$ cat src/rtl/port_status_pkg.sv
// Package for the serial port status and control block.
// Assumes a single 100 MHz clock domain; no bus, command codes arrive on a word port.
package port_status_pkg;

    localparam logic [15:0] CMD_READ_STATUS   = 16'h10CF;
    localparam logic [15:0] CMD_WRITE_CONTROL = 16'h10D0;

    localparam int BIT_READ_ACTIVE   = 15;
    localparam int BIT_READ_DONE     = 14;
    localparam int BIT_READ_EXPIRED  = 13;
    localparam int BIT_WRITE_ACTIVE  = 12;
    localparam int BIT_WRITE_DONE    = 11;
    localparam int BIT_WRITE_EXPIRED = 10;
    localparam int BIT_RX_PENDING    = 9;
    localparam int BIT_OVERRUN       = 8;
    localparam int BIT_FRAMING       = 7;
    localparam int BIT_PARITY        = 6;
    localparam int BIT_CTS           = 5;
    localparam int BIT_RTS_CMD       = 15;

    localparam logic [15:0] STATUS_RESET  = 16'h0000;
    localparam logic [15:0] COUNT_RESET   = 16'h0000;
    localparam logic        RTS_RESET     = 1'b0;

    typedef enum logic [1:0] {
        DUPLEX_P2P   = 2'b00,
        DUPLEX_2WIRE = 2'b01,
        DUPLEX_4WIRE = 2'b10
    } duplex_mode_t;

    typedef enum logic [1:0] {
        ANS_IDLE  = 2'b00,
        ANS_WORD1 = 2'b01,
        ANS_WORD2 = 2'b10
    } answer_state_t;

    // Progress events from read and write engines
    typedef struct packed {
        logic read_start;
        logic read_finish;
        logic read_expire;
        logic read_cancel;
        logic write_start;
        logic write_finish;
        logic write_expire;
        logic write_cancel;
    } xfer_events_t;

    // Receive side events
    typedef struct packed {
        logic char_in;
        logic char_take;
        logic rx_overrun;
        logic framing_err;
        logic parity_err;
    } rx_events_t;

endpackage : port_status_pkg

$ cat src/rtl/serial_port_status_control.sv
// Status and control logic of a serial port: status word, pending count, RTS.
// Assumes one clock, synchronous inputs, and event pulses one cycle wide.
`timescale 1ns/10ps

////////////////////////////////////////////////////////////////////////////////
module serial_port_status_control
    import port_status_pkg::*;
#(
    parameter int BUF_DEPTH = 2048
) (
    input  wire logic         i_clk_sys,
    input  wire logic         i_rst_n,
    input  wire logic         i_cmd_valid,
    input  wire logic [15:0]  i_cmd_word,
    input  wire logic         i_port_init,
    input  wire xfer_events_t i_xfer,
    input  wire rx_events_t   i_rx,
    input  wire logic         i_cts,
    input  wire logic         i_has_cts,
    input  wire logic         i_rs485,
    input  wire duplex_mode_t i_duplex,
    input  wire logic         i_tx_busy,
    output logic              o_ans_valid,
    output logic [15:0]       o_ans_word,
    output logic              o_rx_accept,
    output logic              o_rts,
    output logic              o_tx_drive_en
);

    localparam logic [15:0] DEPTH_W = 16'(BUF_DEPTH);

    ////////////////////////////////////////////////////////////////////////////
    // Command decode
    logic           ctl_pending_reg;
    logic           query;
    logic           ctl_write;
    logic [15:0]    status_word;
    logic [15:0]    count_reg;
    logic           rts_cmd_reg;
    logic           rd_act_reg;
    logic           rd_done_reg;
    logic           rd_exp_reg;
    logic           rd_act_next;
    logic           rd_done_next;
    logic           rd_exp_next;
    logic           wr_act_reg;
    logic           wr_done_reg;
    logic           wr_exp_reg;
    logic           wr_act_next;
    logic           wr_done_next;
    logic           wr_exp_next;
    logic [2:0]     err_event;
    logic [2:0]     err_reg;
    logic [15:0]    count_next;
    logic           drive_en_next;
    logic           rts_line_next;
    logic           buf_full;
    logic           drop;
    answer_state_t  ans_state_reg;
    logic [15:0]    count_snap_reg;

    assign query     = i_cmd_valid && !ctl_pending_reg && i_cmd_word == CMD_READ_STATUS;
    assign ctl_write = i_cmd_valid && ctl_pending_reg;

    always_ff @(posedge i_clk_sys or negedge i_rst_n) begin
        if (!i_rst_n) begin
            ctl_pending_reg <= 1'b0;
        end else if (i_cmd_valid) begin
            ctl_pending_reg <= !ctl_pending_reg && i_cmd_word == CMD_WRITE_CONTROL;
        end
    end

    ////////////////////////////////////////////////////////////////////////////
    // Transfer progress flags
    // Start wins over finish or expiry in the same cycle
    always_comb begin
        rd_act_next  = rd_act_reg;
        rd_done_next = rd_done_reg;
        rd_exp_next  = rd_exp_reg;
        if (i_xfer.read_start) begin
            rd_act_next  = 1'b1;
            rd_done_next = 1'b0;
            rd_exp_next  = 1'b0;
        end else begin
            if (i_xfer.read_finish || i_xfer.read_expire || i_xfer.read_cancel) begin
                rd_act_next = 1'b0;
            end
            if (i_xfer.read_finish) begin
                rd_done_next = 1'b1;
            end
            if (i_xfer.read_expire) begin
                rd_exp_next = 1'b1;
            end
        end
    end

    always_ff @(posedge i_clk_sys or negedge i_rst_n) begin
        if (!i_rst_n) begin
            rd_act_reg  <= 1'b0;
            rd_done_reg <= 1'b0;
            rd_exp_reg  <= 1'b0;
        end else begin
            rd_act_reg  <= rd_act_next;
            rd_done_reg <= rd_done_next;
            rd_exp_reg  <= rd_exp_next;
        end
    end

    always_comb begin
        wr_act_next  = wr_act_reg;
        wr_done_next = wr_done_reg;
        wr_exp_next  = wr_exp_reg;
        if (i_xfer.write_start) begin
            wr_act_next  = 1'b1;
            wr_done_next = 1'b0;
            wr_exp_next  = 1'b0;
        end else begin
            if (i_xfer.write_finish || i_xfer.write_expire || i_xfer.write_cancel) begin
                wr_act_next = 1'b0;
            end
            if (i_xfer.write_finish) begin
                wr_done_next = 1'b1;
            end
            if (i_xfer.write_expire) begin
                wr_exp_next = 1'b1;
            end
        end
    end

    always_ff @(posedge i_clk_sys or negedge i_rst_n) begin
        if (!i_rst_n) begin
            wr_act_reg  <= 1'b0;
            wr_done_reg <= 1'b0;
            wr_exp_reg  <= 1'b0;
        end else begin
            wr_act_reg  <= wr_act_next;
            wr_done_reg <= wr_done_next;
            wr_exp_reg  <= wr_exp_next;
        end
    end

    ////////////////////////////////////////////////////////////////////////////
    // Input buffer occupancy
    assign buf_full = count_reg >= DEPTH_W;
    assign drop     = i_rx.char_in && buf_full && !i_rx.char_take;

    // Simultaneous arrival and take leave the count unchanged unless it is zero, when it rises by one
    always_comb begin
        count_next = count_reg;
        if (i_port_init) begin
            count_next = COUNT_RESET;
        end else begin
            unique case ({i_rx.char_in && !drop, i_rx.char_take && count_reg != 16'h0000})
                2'b10:   count_next = count_reg + 16'h0001;
                2'b01:   count_next = count_reg - 16'h0001;
                default: count_next = count_reg;
            endcase
        end
    end

    always_ff @(posedge i_clk_sys or negedge i_rst_n) begin
        if (!i_rst_n) begin
            count_reg <= COUNT_RESET;
        end else begin
            count_reg <= count_next;
        end
    end

    always_ff @(posedge i_clk_sys or negedge i_rst_n) begin
        if (!i_rst_n) begin
            o_rx_accept <= 1'b0;
        end else begin
            o_rx_accept <= !(count_reg >= DEPTH_W - 16'h0001);
        end
    end

    ////////////////////////////////////////////////////////////////////////////
    // Receive error flags; a new error wins over the query clear
    assign err_event[2] = i_rx.rx_overrun || drop;
    assign err_event[1] = i_rx.framing_err;
    assign err_event[0] = i_rx.parity_err;

    for (genvar g = 0; g < 3; g++) begin : g_err_flag
        always_ff @(posedge i_clk_sys or negedge i_rst_n) begin
            if (!i_rst_n) begin
                err_reg[g] <= 1'b0;
            end else if (err_event[g]) begin
                err_reg[g] <= 1'b1;
            end else if (query) begin
                err_reg[g] <= 1'b0;
            end
        end
    end

    ////////////////////////////////////////////////////////////////////////////
    // Status word assembly
    always_comb begin
        status_word                    = STATUS_RESET;
        status_word[BIT_READ_ACTIVE]   = rd_act_reg;
        status_word[BIT_READ_DONE]     = rd_done_reg;
        status_word[BIT_READ_EXPIRED]  = rd_exp_reg;
        status_word[BIT_WRITE_ACTIVE]  = wr_act_reg;
        status_word[BIT_WRITE_DONE]    = wr_done_reg;
        status_word[BIT_WRITE_EXPIRED] = wr_exp_reg;
        status_word[BIT_RX_PENDING]    = count_reg != 16'h0000;
        status_word[BIT_OVERRUN]       = err_reg[2];
        status_word[BIT_FRAMING]       = err_reg[1];
        status_word[BIT_PARITY]        = err_reg[0];
        status_word[BIT_CTS]           = i_cts || !i_has_cts;
    end

    ////////////////////////////////////////////////////////////////////////////
    // Two-word answer to a status query
    always_ff @(posedge i_clk_sys or negedge i_rst_n) begin
        if (!i_rst_n) begin
            ans_state_reg  <= ANS_IDLE;
            o_ans_valid    <= 1'b0;
            o_ans_word     <= STATUS_RESET;
            count_snap_reg <= COUNT_RESET;
        end else begin
            unique case (ans_state_reg)
                ANS_IDLE: begin
                    o_ans_valid <= 1'b0;
                    if (query) begin
                        ans_state_reg  <= ANS_WORD1;
                        o_ans_valid    <= 1'b1;
                        o_ans_word     <= status_word;
                        count_snap_reg <= count_reg;
                    end
                end
                ANS_WORD1: begin
                    ans_state_reg <= ANS_WORD2;
                    o_ans_word    <= count_snap_reg;
                end
                ANS_WORD2: begin
                    ans_state_reg <= ANS_IDLE;
                    o_ans_valid   <= 1'b0;
                end
                default: begin
                    ans_state_reg <= ANS_IDLE;
                    o_ans_valid   <= 1'b0;
                end
            endcase
        end
    end

    ////////////////////////////////////////////////////////////////////////////
    // RTS command and line driver
    always_ff @(posedge i_clk_sys or negedge i_rst_n) begin
        if (!i_rst_n) begin
            rts_cmd_reg <= RTS_RESET;
        end else if (i_port_init) begin
            rts_cmd_reg <= RTS_RESET;
        end else if (ctl_write) begin
            rts_cmd_reg <= i_cmd_word[BIT_RTS_CMD];
        end
    end

    // Non-RS-485 port keeps its driver on; unused duplex code acts as multi-drop
    always_comb begin
        drive_en_next = 1'b1;
        if (i_rs485) begin
            unique case (i_duplex)
                DUPLEX_P2P:   drive_en_next = 1'b1;
                DUPLEX_2WIRE: drive_en_next = i_tx_busy;
                DUPLEX_4WIRE: drive_en_next = i_tx_busy;
                default:      drive_en_next = i_tx_busy;
            endcase
        end
        rts_line_next = rts_cmd_reg && drive_en_next;
    end

    always_ff @(posedge i_clk_sys or negedge i_rst_n) begin
        if (!i_rst_n) begin
            o_tx_drive_en <= 1'b0;
            o_rts         <= RTS_RESET;
        end else begin
            o_tx_drive_en <= drive_en_next;
            o_rts         <= rts_line_next;
        end
    end

endmodule : serial_port_status_control
$ cat config.mk
export PLATFORM = sky130hd
export DESIGN_NAME = serial_port_status_control
export DESIGN_NICKNAME = d
export VERILOG_FILES = /design/src/rtl/port_status_pkg.sv /design/src/rtl/serial_port_status_control.sv
export SDC_FILE = /design/constraint.sdc
export NUM_CORES = 1
export LEC_CHECK = 0
export BUFFER_PORTS_ARGS = -buffer_cell sky130_fd_sc_hd__buf_2
export CAP_MARGIN = 20
export CORE_MARGIN = 8
export CORE_UTILIZATION = 60
export DETAILED_ROUTE_END_ITERATION = 8
export GPL_ROUTABILITY_DRIVEN = 0
export HOLD_SLACK_MARGIN = 0.02
export PLACE_DENSITY = 0.92
export SLEW_MARGIN = 0
export SYNTH_ARGS = -nofsm -noshare
export SYNTH_HDL_FRONTEND = slang
export SYNTH_SLANG_ARGS = --single-unit
$ cat constraint.sdc
create_clock -name i_clk_sys -period 9.8 [get_ports i_clk_sys]
set_clock_uncertainty 0.2 [all_clocks]
set_input_delay 0.98 -clock i_clk_sys [delete_from_list [all_inputs] [get_ports i_clk_sys]]
set_output_delay 0.98 -clock i_clk_sys [all_outputs]
set_load 0.05 [all_outputs]
==> flow_summary_export.csv <==
group,metric,value,unit
clock_tree,clock_insertion_delay_worst_skew,350,ps
die,floorplan.initialDensity,60.9,%
critical_path,worstPathMaxFanout,14,
synthesis,syn_inst,349,
routing,detail_route.drc_violations,0,
placed_design,post_dp_cell_area,3580,um2
synthesis,register_bit_total_from_synthesis,65,
sta,setup_tns,0,ps
sta,worst_hold_slack,276,ps
sta,period_share,36.4,%
synthesis,synth_fp_nets,391,
sta,rsz0062_at_grt,"no",
synthesis,synth_warnings,0,
sta,max_slew_margin,33.8,%
die,die_height,90.1,um
synthesis,synth-seq-area-share,49.4,%
clock_tree,clock_sink_count,65,
cells_and_area,num-nets-final,442,
routing,viasPerCell,6.11,
critical_path,worst-r2r-setup-slack,6230,ps
routing,detail_route.iter0.violations,314,
routing,drt_pre_antenna_iters,6,
clock_tree,postCtsHoldBufs,0,
clock_tree,tritoncts,"done",
clock_tree,cts-root-buf,"clkbuf_8",
sta,finalCriticalPeriod,3570,ps
routing,detail_route.wirelength,8.15,mm
synthesis,synthDistinctLibCells,64,
run_status,status,"complete, no violations",
sta,worst_slew_pin_slew,993,ps
critical_path,endpoint_kind,"flop",
die,die_area,8110,um2
cells_and_area,postLayoutCellArea,3810,um2
clock_tree,post_cts_resized,0,
die,rows,27,
pwr,p_leak,1.87,nW
synthesis,ys.flop_type,"dfrtp_1",
cells_and_area,layout-drive-gt1-share,22.7,%
placed_design,placement.io_buffers,58,
clock_tree,cts.repair_timing.setup_buffer_count,0,
die,die_width,90.1,um
clock_tree,clk_pin_slew_worst_paths,80,ps
die,core_region_area,5410,um2
global_route,grt_max_degree,66,
hold_path,hold_class,"reg -> reg",
critical_path,worstPathArrival,3600,ps
critical_path,cp-start-kind,"flop",
synthesis,number_of_flops_mapped_to_enable_cells_by_yosys,0,
critical_path,r2r.worst_path.cells,10,
synthesis,syn-mean-instance-area,9.43,um2
placed_design,hpwlAfterDp,5.61,mm
cells_and_area,antenna_cells,0,
sta,final_setup_fails,0,
sta,final-max-slew-violation-count,0,
flow_run,cap_viol_max_count,0,
routing,postRouteAntennaNets,0,
global_route,groute.usage.overall,20.3,%
global_route,total_grt_overflow,0,
sta,hold_viol_final,0,
pwr,power.density_cell_area,253,nW/um2
hold_path,whs_path_depth,1,
critical_path,timing.critical_path.required,9830,ps
routing,dr_total_vias,2915,
global_route,grt_pass1_wl,13.5,mm
critical_path,worst-setup-path-type,"reg -> reg",
die,boundaryPins,59,
sta,max_clock_freq,0.280,GHz
clock_tree,cts_inserted_buffers,9,
routing,wire_per_inst,17.1,um
clock_tree,cts_max_path_buffers,2,
global_route,antenna_violations_before_repair,0,
cells_and_area,synthToLayoutAreaGrowth,15.8,%
synthesis,post_synthesis_cell_area,3290,um2
synthesis,synthArstFlopShare,100,%
clock_tree,htree_levels,3,
global_route,first_global_vias,2678,
pwr,worst_ir_drop_vdd,0.154,mV
## through the flow
| step | cells | utilization [%] | total power, mW | setup WS [ps] |
|---|---|---|---|---|
| after floorplan | 349 | - | 0.614 | 6540 |
| after global placement | 461 | 66.3 | 0.686 | 6100 |
| after detailed placement | 461 | 66.3 | 0.695 | 5990 |
| after CTS | 477 | 70.5 | 0.954 | 6320 |
| after global routing | 477 | 70.5 | 1.01 | 6010 |
| final | 477 | 70.5 | 0.966 | 6230 |
## logic make-up (layout without fill, tap and decap cells)
group / count (synthesis) / after routing / share of synthesized area (%)
buffers and inverters: 28 / 84 / 4.45
xor gates and xnor gates: 9 / 9 / 2.39
AOI/OAI and AO/OA: 79 / 79 / 17.6
muxes: 1 / 1 / 0.342
DFF: 65 / 65 / 49.4
and+or+nand+nor: 164 / 164 / 24.7
adders and majority gates: 3 / 3 / 1.14
## metal layers
metal  vias up  share of wire [%]  global-route usage [%]
met5         -                  0                       0
met3        33                8.9                    5.65
met4         0                2.8                    10.3
li1       1345                  -                       -
met1      1364                 40                    24.4
met2       173                 49                    32.5
## power breakdown
part | switching, mW | internal [mW]
Sequential | 0.0665 | 0.298
Combinational | 0.216 | 0.128
Clock | 0.108 | 0.150
Total | 0.390 | 0.576
## critical path, stage by stage, from the launching register on
cell and delay, ps:
dfrtp_1 520, nor4_4 490, nand3_2 230, o21ai_2 560
xnor2_1 190, ha_1 210, nand3_1 100, or2_2 350
nor2_1 140, a311oi_1 110, a2111o_1 360
## final cells by class
type | instances | area, um2
Timing Repair Buffer | 60 | 305
Sequential cell | 65 | 1630
Clock inverter | 6 | 91.3
Clock buffer | 10 | 138
Tap cell | 72 | 90.1
Multi-Input combinational cell | 256 | 1520
Inverter | 8 | 42.5
Fill cell | 384 | 1590
## cells in the mapped netlist (all sizes together) (8+ instances only)
cell type	number	area share (%)
a22o	9	2.4
nand3	9	1.5
nand4	10	1.9
a21oi	8	1.3
nor3	8	1.4
clkbuf	14	1.6
dfrtp	65	49
o21ai	16	2.5
a21o	13	3.0
nor2	29	3.4
nand2	75	8.6
## path summary, 6_finish.rpt
kind | from | end
setup / recovery | count_reg[7] | count_reg[8]
hold / removal | o_ans_word[7] | o_ans_word[7]
setup reg to reg | count_reg[7] | count_reg[8]
hold reg to reg | o_ans_word[7] | o_ans_word[7]
max in group asynchronous | i_rst_n | count_reg[4]
min in group asynchronous | i_rst_n | err_reg[1]
## layout by cell type, fill, tap and decap left out, types with 5 or more instances in the layout
cell	instances
a21oi_1	7
nor3_1	7
nor2_1	28
o211ai_1	5
o21ai_1	9
buf_2	58
clkbuf_8	10
a22o_1	9
dfrtp_1	65
nand3_1	8
nand4_1	10
o21ai_0	6
xnor2_1	6
a21o_1	13
nand2_1	75
inv_1	5
(Power assumes the default switching activity.)
